### config.mk
export PLATFORM = sky130hd
export DESIGN_NAME = crma_top
export DESIGN_NICKNAME = d
export VERILOG_FILES = /design/src/crma_pkg.sv /design/src/crma_regfile.sv /design/src/crma_top.sv
export SDC_FILE = /design/constraint.sdc
export NUM_CORES = 1
export LEC_CHECK = 0
export BUFFER_PORTS_ARGS = -buffer_cell sky130_fd_sc_hd__buf_2
export CORE_MARGIN = 3
export CORE_UTILIZATION = 63
export CTS_CLUSTER_DIAMETER = 120
export DETAILED_ROUTE_END_ITERATION = 10
export PLACE_DENSITY = 0.8
export SYNTH_ARGS = -nofsm -noshare
export SYNTH_HDL_FRONTEND = slang
export SYNTH_HIERARCHICAL = 1
export SYNTH_SLANG_ARGS = --single-unit
### constraint.sdc
create_clock -name ref_clk -period 13.8 [get_ports ref_clk]
set_clock_uncertainty 0.1 [all_clocks]
set_input_delay 1.38 -clock ref_clk [delete_from_list [all_inputs] [get_ports ref_clk]]
set_output_delay 1.38 -clock ref_clk [all_outputs]
set_load 0.1 [all_outputs]
### src/crma_pkg.sv
// constants and types for the config register message access block
// assumes a token stream of 8-bit data or control tokens, msb first
// Notes on behaviour
// - write request: ctrl 192, 24-bit return, 16-bit reg, 32-bit data, ctrl 1
// - write reply: ctrl 3 then ctrl 1 on success, ctrl 4 then 1 on failure
// - read request: ctrl 193, 24-bit return, 16-bit reg, ctrl 1
// - read reply: ctrl 3, 32-bit data, ctrl 1; failure gives ctrl 4, 1
// - every request carries 24-bit reply destination; reply goes there
// - write with low 8 return bits all ones: do write, send no reply
// - multi-byte fields travel most significant byte first
package crma_pkg;
  localparam logic [7:0] CT_WRITE = 8'hc0;  // 192
  localparam logic [7:0] CT_READ  = 8'hc1;  // 193
  localparam logic [7:0] CT_END   = 8'h01;
  localparam logic [7:0] CT_ACK   = 8'h03;
  localparam logic [7:0] CT_NACK  = 8'h04;
  localparam logic [7:0] NO_REPLY = 8'hff;
  localparam int unsigned RET_BYTES = 3;
  localparam int unsigned REG_BYTES = 2;
  localparam int unsigned DAT_BYTES = 4;
  typedef enum logic [3:0] {
    CRMA_IDLE, CRMA_RET, CRMA_REG, CRMA_DAT, CRMA_END, CRMA_DRAIN,
    CRMA_ACC, CRMA_WAIT, CRMA_HDR, CRMA_DOUT, CRMA_TAIL
  } crma_state_t;
endpackage

### src/crma_regfile.sv
// small register store holding the configuration words
// assumes one access per cycle; read data registered
`timescale 1ns/1ps
module crma_regfile #(
  parameter int unsigned NREGS = 16
) (
  input  wire logic        ref_clk,
  input  wire logic        rst,
  input  wire logic        we,
  input  wire logic [15:0] addr,
  input  wire logic [31:0] wdata,
  output logic      [31:0] rdata
);
  logic [31:0] mem_ff [NREGS];
  // memory array has no reset to keep it a plain ram
  always_ff @(posedge ref_clk) begin
    if (we && addr < 16'(NREGS)) begin
      mem_ff[addr[$clog2(NREGS)-1:0]] <= wdata;
    end
  end
  // read register cleared by reset
  always_ff @(posedge ref_clk) begin
    if (rst) begin
      rdata <= 32'h0;
    end else begin
      rdata <= mem_ff[addr[$clog2(NREGS)-1:0]];
    end
  end
endmodule

### src/crma_top.sv
// token message interpreter for configuration register reads and writes
// assumes one token per in_valid cycle; out_ready back-pressures replies
`timescale 1ns/1ps
module crma_top
  import crma_pkg::*;
#(
  parameter int unsigned NREGS = 16
) (
  input  wire logic        ref_clk,
  input  wire logic        rst,
  input  wire logic        in_valid,
  input  wire logic        in_ctrl,
  input  wire logic [7:0]  in_data,
  output logic             in_ready,
  output logic             out_valid,
  output logic             out_ctrl,
  output logic [7:0]       out_data,
  output logic [23:0]      out_dest,
  input  wire logic        out_ready
);
  crma_state_t state_ff, nxt_state;
  logic [23:0] ret_ff, nxt_ret;
  logic [15:0] reg_ff, nxt_reg;
  logic [31:0] dat_ff, nxt_dat;
  logic [2:0]  cnt_ff, nxt_cnt;
  logic        is_wr_ff, nxt_is_wr;
  logic        bad_ff, nxt_bad;
  logic        in_ready_nxt, ov_nxt, oc_nxt;
  logic [7:0]  od_nxt;
  logic [23:0] odst_nxt;
  logic        rf_we;
  logic [31:0] rf_rdata;
  logic        take;

  assign take = in_valid && in_ready;
  // range test here too: bad_ff only learns of an unknown register a cycle later
  assign rf_we = (state_ff == CRMA_ACC) && is_wr_ff && !bad_ff && (reg_ff < 16'(NREGS));

  crma_regfile #(.NREGS(NREGS)) u_rf (
    .ref_clk (ref_clk),
    .rst     (rst),
    .we      (rf_we),
    .addr    (reg_ff),
    .wdata   (dat_ff),
    .rdata   (rf_rdata)
  );

  // request parse and reply sequencing
  always_comb begin
    nxt_state = state_ff;
    nxt_ret = ret_ff;
    nxt_reg = reg_ff;
    nxt_dat = dat_ff;
    nxt_cnt = cnt_ff;
    nxt_is_wr = is_wr_ff;
    nxt_bad = bad_ff;
    in_ready_nxt = 1'b0;
    ov_nxt = out_valid;
    oc_nxt = out_ctrl;
    od_nxt = out_data;
    odst_nxt = out_dest;
    case (state_ff)
      CRMA_IDLE: begin
        in_ready_nxt = 1'b1;
        if (take) begin
          nxt_cnt = 3'h0;
          nxt_bad = 1'b0;
          if (in_ctrl && (in_data == CT_WRITE || in_data == CT_READ)) begin
            nxt_is_wr = (in_data == CT_WRITE);
            nxt_state = CRMA_RET;
          end
        end
      end
      CRMA_RET, CRMA_REG, CRMA_DAT: begin
        in_ready_nxt = 1'b1;
        if (take) begin
          nxt_cnt = cnt_ff + 3'h1;
          if (in_ctrl) begin
            // early end token: malformed, answer failure
            nxt_bad = 1'b1;
            in_ready_nxt = 1'b0;
            nxt_state = (in_data == CT_END) ? CRMA_ACC : CRMA_DRAIN;
          end else if (state_ff == CRMA_RET) begin
            nxt_ret = {ret_ff[15:0], in_data};  // msb first
            if (cnt_ff == 3'(RET_BYTES - 1)) begin
              nxt_cnt = 3'h0;
              nxt_state = CRMA_REG;
            end
          end else if (state_ff == CRMA_REG) begin
            nxt_reg = {reg_ff[7:0], in_data};
            if (cnt_ff == 3'(REG_BYTES - 1)) begin
              nxt_cnt = 3'h0;
              nxt_state = is_wr_ff ? CRMA_DAT : CRMA_END;
            end
          end else begin
            nxt_dat = {dat_ff[23:0], in_data};
            if (cnt_ff == 3'(DAT_BYTES - 1)) begin
              nxt_state = CRMA_END;
            end
          end
        end
      end
      CRMA_END: begin
        in_ready_nxt = 1'b1;
        if (take) begin
          if (!(in_ctrl && in_data == CT_END)) begin
            nxt_bad = 1'b1;
          end
          in_ready_nxt = 1'b0;
          nxt_state = (in_ctrl && in_data == CT_END) ? CRMA_ACC : CRMA_DRAIN;
        end
      end
      CRMA_DRAIN: begin
        // discard to the closing end token of a broken message
        in_ready_nxt = 1'b1;
        if (take && in_ctrl && in_data == CT_END) begin
          in_ready_nxt = 1'b0;
          nxt_state = CRMA_ACC;
        end
      end
      CRMA_ACC: begin
        if (nxt_reg >= 16'(NREGS)) begin
          nxt_bad = 1'b1;
        end
        if (reg_ff >= 16'(NREGS)) begin
          nxt_bad = 1'b1;  // unknown register fails
        end
        nxt_state = CRMA_WAIT;
      end
      CRMA_WAIT: begin
        // read data settles in the store's output register
        if (is_wr_ff && ret_ff[7:0] == NO_REPLY) begin
          nxt_state = CRMA_IDLE;  // silent write
          in_ready_nxt = 1'b1;
        end else begin
          ov_nxt = 1'b1;
          oc_nxt = 1'b1;
          od_nxt = bad_ff ? CT_NACK : CT_ACK;
          odst_nxt = ret_ff;
          nxt_dat = rf_rdata;
          nxt_cnt = 3'h0;
          nxt_state = CRMA_HDR;
        end
      end
      CRMA_HDR, CRMA_DOUT: begin
        if (out_ready) begin
          if (!bad_ff && !is_wr_ff && !(state_ff == CRMA_DOUT && cnt_ff == 3'(DAT_BYTES))) begin
            oc_nxt = 1'b0;
            od_nxt = dat_ff[31:24];
            nxt_dat = {dat_ff[23:0], 8'h00};
            nxt_cnt = cnt_ff + 3'h1;
            nxt_state = CRMA_DOUT;
            if (cnt_ff == 3'(DAT_BYTES - 1)) begin
              nxt_cnt = 3'(DAT_BYTES);
            end
            if (state_ff == CRMA_DOUT && cnt_ff == 3'(DAT_BYTES)) begin
              nxt_state = CRMA_TAIL;
            end
          end else begin
            oc_nxt = 1'b1;
            od_nxt = CT_END;
            nxt_state = CRMA_TAIL;
          end
        end
      end
      CRMA_TAIL: begin
        if (out_ready) begin
          ov_nxt = 1'b0;
          nxt_state = CRMA_IDLE;
          in_ready_nxt = 1'b1;
        end
      end
      default: begin
        nxt_state = CRMA_IDLE;
      end
    endcase
  end

  // registers for state and outputs
  always_ff @(posedge ref_clk) begin
    if (rst) begin
      state_ff <= CRMA_IDLE;
      ret_ff <= 24'h0;
      reg_ff <= 16'h0;
      dat_ff <= 32'h0;
      cnt_ff <= 3'h0;
      is_wr_ff <= 1'b0;
      bad_ff <= 1'b0;
      in_ready <= 1'b0;
      out_valid <= 1'b0;
      out_ctrl <= 1'b0;
      out_data <= 8'h00;
      out_dest <= 24'h0;
    end else begin
      state_ff <= nxt_state;
      ret_ff <= nxt_ret;
      reg_ff <= nxt_reg;
      dat_ff <= nxt_dat;
      cnt_ff <= nxt_cnt;
      is_wr_ff <= nxt_is_wr;
      bad_ff <= nxt_bad;
      in_ready <= in_ready_nxt;
      out_valid <= ov_nxt;
      out_ctrl <= oc_nxt;
      out_data <= od_nxt;
      out_dest <= odst_nxt;
    end
  end

  // first reply token is ack or nack, a control token
  a_first_token: assert property (@(posedge ref_clk) disable iff (rst)
    (state_ff == CRMA_WAIT && !(is_wr_ff && ret_ff[7:0] == NO_REPLY)) |=>
    out_valid && out_ctrl && out_data == (bad_ff ? CT_NACK : CT_ACK))
    else $error("bad first reply token");
  a_silent_write: assert property (@(posedge ref_clk) disable iff (rst)
    (state_ff == CRMA_WAIT && is_wr_ff && ret_ff[7:0] == NO_REPLY) |=> !out_valid[*2])
    else $error("reply sent for suppressed write");
  a_reply_dest: assert property (@(posedge ref_clk) disable iff (rst)
    $rose(out_valid) |-> out_dest == ret_ff)
    else $error("reply destination wrong");
  a_reply_tail: assert property (@(posedge ref_clk) disable iff (rst)
    (out_valid && out_ready && state_ff == CRMA_TAIL) |-> out_ctrl && out_data == CT_END)
    else $error("reply not closed by end token");
  a_write_commit: assert property (@(posedge ref_clk) disable iff (rst)
    rf_we |-> (is_wr_ff && reg_ff < 16'(NREGS)) ##1 !bad_ff)
    else $error("write committed outside map");
  a_bad_nack: assert property (@(posedge ref_clk) disable iff (rst)
    (state_ff == CRMA_ACC && reg_ff >= 16'(NREGS)) |=> ##1 (out_valid -> out_data == CT_NACK))
    else $error("unknown register not failed");
  a_read_data: assert property (@(posedge ref_clk) disable iff (rst)
    (state_ff == CRMA_HDR && out_ready && !bad_ff && !is_wr_ff) |=> !out_ctrl)
    else $error("read data missing");
  a_ret_shift: assert property (@(posedge ref_clk) disable iff (rst)
    (state_ff == CRMA_RET && take && !in_ctrl) |=> ret_ff[7:0] == $past(in_data))
    else $error("return field not msb first");
  c_read: cover property (@(posedge ref_clk) state_ff == CRMA_DOUT);
  c_write: cover property (@(posedge ref_clk) rf_we);
  c_nack: cover property (@(posedge ref_clk) out_valid && out_data == CT_NACK);
endmodule

==> results.sh <==
export IMPL_cts_tree="done"
export IMPL_power_uw=3830
export IMPL_die_area_um2=43100
export IMPL_pin_count=48
export IMPL_crit_path_end="u_rf/mem_ff[9][17]"
export IMPL_fillers=2459
export IMPL_drv_slew=0
export IMPL_synth_seq_area_share_pct=71.5
export IMPL_required_ns=13.97
export IMPL_synth_top_cell_by_area="edfxtp_1"
export IMPL_clk_transition_reported_paths_ns=0.06
export IMPL_ctsHtreeMaxLevel=2
export IMPL_crit_start="state_ff[2]"
export IMPL_synthTopCellsByArea="edfxtp_1, dfxtp_1, mux4_2, mux2i_1, mux2_2"
export IMPL_fmax_mhz=234
export IMPL_synth_edf_count=512
export IMPL_tns_ns=0
export IMPL_synth_top_area_share_pct=60.0
export IMPL_antenna_left=0
export IMPL_drc=0
export IMPL_reg2reg_to="u_rf/mem_ff[9][17]"
export IMPL_status="finished, final reports clean"
export IMPL_num_rows=73
export IMPL_finalCritPeriodShare_pct=31.0
export IMPL_synth_top_flop_cell="edfxtp_1"
export IMPL_clockBufferDepth=3
export IMPL_critPathMaxFanout=24
export IMPL_p_per_area_nw_per_um2=135
export IMPL_antenna_found_initial=1
export IMPL_ys_warn_count=6
export IMPL_clk_latency_ns=0.63
export IMPL_setup_viol=0
export IMPL_yosysMostFrequentCell="edfxtp_1"
export IMPL_rsz0062_at_grt="false"
export IMPL_postCtsSetupRepairBufs=0
export IMPL_postSynthAreaPerCell_um2=16.0
export IMPL_syn_num_nets=1620
export IMPL_reg2regPathDepth=9
export IMPL_crit_reg2reg_launch="state_ff[2]"
export IMPL_grt_max_degree=88
export IMPL_cts_buffers=61
export IMPL_seq_area_um2=18300
export IMPL_dr_first_iter_drc_count=1905
export IMPL_clkSinkCount=660
export IMPL_multi_input_area_um2=6850
export IMPL_cts_resized=0
export IMPL_holdCritPathClass="reg2reg"
export IMPL_chipHeight_um=208
export IMPL_cp_end_kind="flip-flop"
export IMPL_wirelength_um=59400
export IMPL_netlist_instances=1602
export IMPL_drv_cap=0
export IMPL_synth_cell_type_count=62
export IMPL_relSlewSlack_pct=23.1
export IMPL_grt_overflow=0
export IMPL_hold_violations=0
export IMPL_dp_hpwl_um=34900
export IMPL_area_delta_synth_final_pct=11.1
export IMPL_viasPerCell=6.65
export IMPL_grt_pass1_wl_um=90200
export IMPL_critPathKind="reg2reg"
export IMPL_fp_coreArea_um2=40000
export IMPL_drive_gt1_share_pct=22.5
export IMPL_start_kind="flip-flop"
export IMPL_post_drt_wl_per_cell_um=26.7
export IMPL_grt_pass1_vias=14800
export IMPL_peakVddDrop_mv=0.126
export IMPL_io_buffers=47
export IMPL_ys_seq_elements=660
export IMPL_cts_hold_buffers=0
export IMPL_yosys_top_cells_count="edfxtp_1, nand2_1, dfxtp_1, a21oi_1, mux2i_1"
export IMPL_nets=1663
export IMPL_gp_congestion=0.871
export IMPL_drt_first_pass_iters=5
export IMPL_r2r_slack_ns=9.52
export IMPL_grt_usage_pct=27.4
export IMPL_die_x_um=208
export IMPL_cellLeakagePower_uw=0.00832
export IMPL_clockRootBuffer="clkbuf_16"
export IMPL_worst_slew_pin_slew_ns=1.15
export IMPL_arrival_ns=4.45
export IMPL_num_vias=14800
export IMPL_fin_crit_ns=4.28
export IMPL_async_reset_ff_share_pct=0
export IMPL_syn_area_um2=25600
export IMPL_start_util_pct=64.1
[where the power goes]
group	internal (µW)	leakage (µW)	switching (µW)
Clock	962	0.000989	731
Sequential	2110	0.00545	1.86
Combinational	5.99	0.00189	16.5
Total	3080	0.00832	749
[registers in the layout, summed over array words and instances, names as in the netlist]
signal / flops
in_ready: 1
is_wr_ff: 1
u_rf/mem_ff: 512
ret_ff: 24
dat_ff: 32
out_dest: 24
out_ctrl: 1
out_data: 8
out_valid: 1
state_ff: 4
u_rf/rdata: 32
bad_ff: 1
cnt_ff: 3
reg_ff: 16
[critical path, stage by stage, from the launching register on]
cell     delay, ns
dfxtp_1       0.85
nand2_1       0.16
nor3_1        0.19
nand4_1       0.15
nor3b_1       0.27
nor4b_1       0.26
nand4_1       0.21
buf_4         0.27
nor4_2        0.92
buf_4         0.52
[worst min path at each step]
stage,startpoint,to,slack [ns],cells past startpoint
2_1_floorplan,ret_ff[17],out_dest[17],0.33,2
3_3_place_gp,out_dest[1],out_dest[1],0.34,2
3_5_place_dp,out_dest[6],out_dest[6],0.34,2
4_1_cts,out_dest[11],out_dest[11],0.36,2
5_1_grt,out_dest[18],out_dest[18],0.37,2
6_report,out_dest[11],out_dest[11],0.35,2
[final cells by class]
cell class                      count  area share [%]
Tap cell                          525            2.31
Antenna cell                        1         0.00879
Clock inverter                     51            1.73
Sequential cell                   660            64.4
Inverter                           11           0.145
Multi-Input combinational cell    821            24.0
Clock buffer                       65            5.41
Timing Repair Buffer               90            1.97
[routing by layer]
layer,vias to the layer above,track usage [%],part of all wire [%]
li1,6396,-,-
met1,7596,39.6,41
met2,698,43.7,48
met3,96,5.14,8.7
met4,0,7.60,2.4
met5,-,0,0
[layout by cell type, fill, tap and decap left out, types with 5 or more instances in the layout]
cell type  count
nor4_2        17
a22o_1        32
nor2_1        46
o22ai_1       35
a22oi_2       30
nor3_1        16
a21oi_1       95
clkbuf_16     61
nand2_1      155
or2_2          5
nand2b_1       8
o31ai_1       33
o21ai_0       10
edfxtp_1     512
dfxtp_1      146
ha_1           5
bufinv_16      8
mux4_2        64
clkinv_2      12
clkinv_1      18
a22oi_1       16
nor4_1         6
buf_2         46
nand4_1        5
inv_1         11
mux2i_1       81
a311oi_1      26
buf_4         44
a211oi_1       9
mux2_2        64
[cell families after synthesis]
logic type | count (synthesis) | share of synthesized area, %
adder cells (fa/ha/maj) | 5 | 0.244
flip-flops | 660 | 71.5
AO/OA/AOI/OAI | 310 | 8.87
AND/OR/NAND/NOR | 297 | 5.49
multiplexers | 209 | 11.6
buffers and inverters | 121 | 2.28
[stage by stage]
| step | setup WS, ns | hold WS [ns] | utilization [%] | instances | cell area, µm² |
|---|---|---|---|---|---|
| floorplan | 7.90 | 0.332 | - | 1602 | 25600 |
| global placement | 9.80 | 0.340 | 66.1 | 2107 | 26400 |
| detailed placement | 9.69 | 0.344 | 66.1 | 2107 | 26400 |
| CTS | 9.64 | 0.357 | 71.2 | 2223 | 28500 |
| global route | 9.17 | 0.375 | 71.2 | 2223 | 28500 |
| finish | 9.52 | 0.355 | 71.2 | 2224 | 28500 |
(Power assumes the default switching activity.)
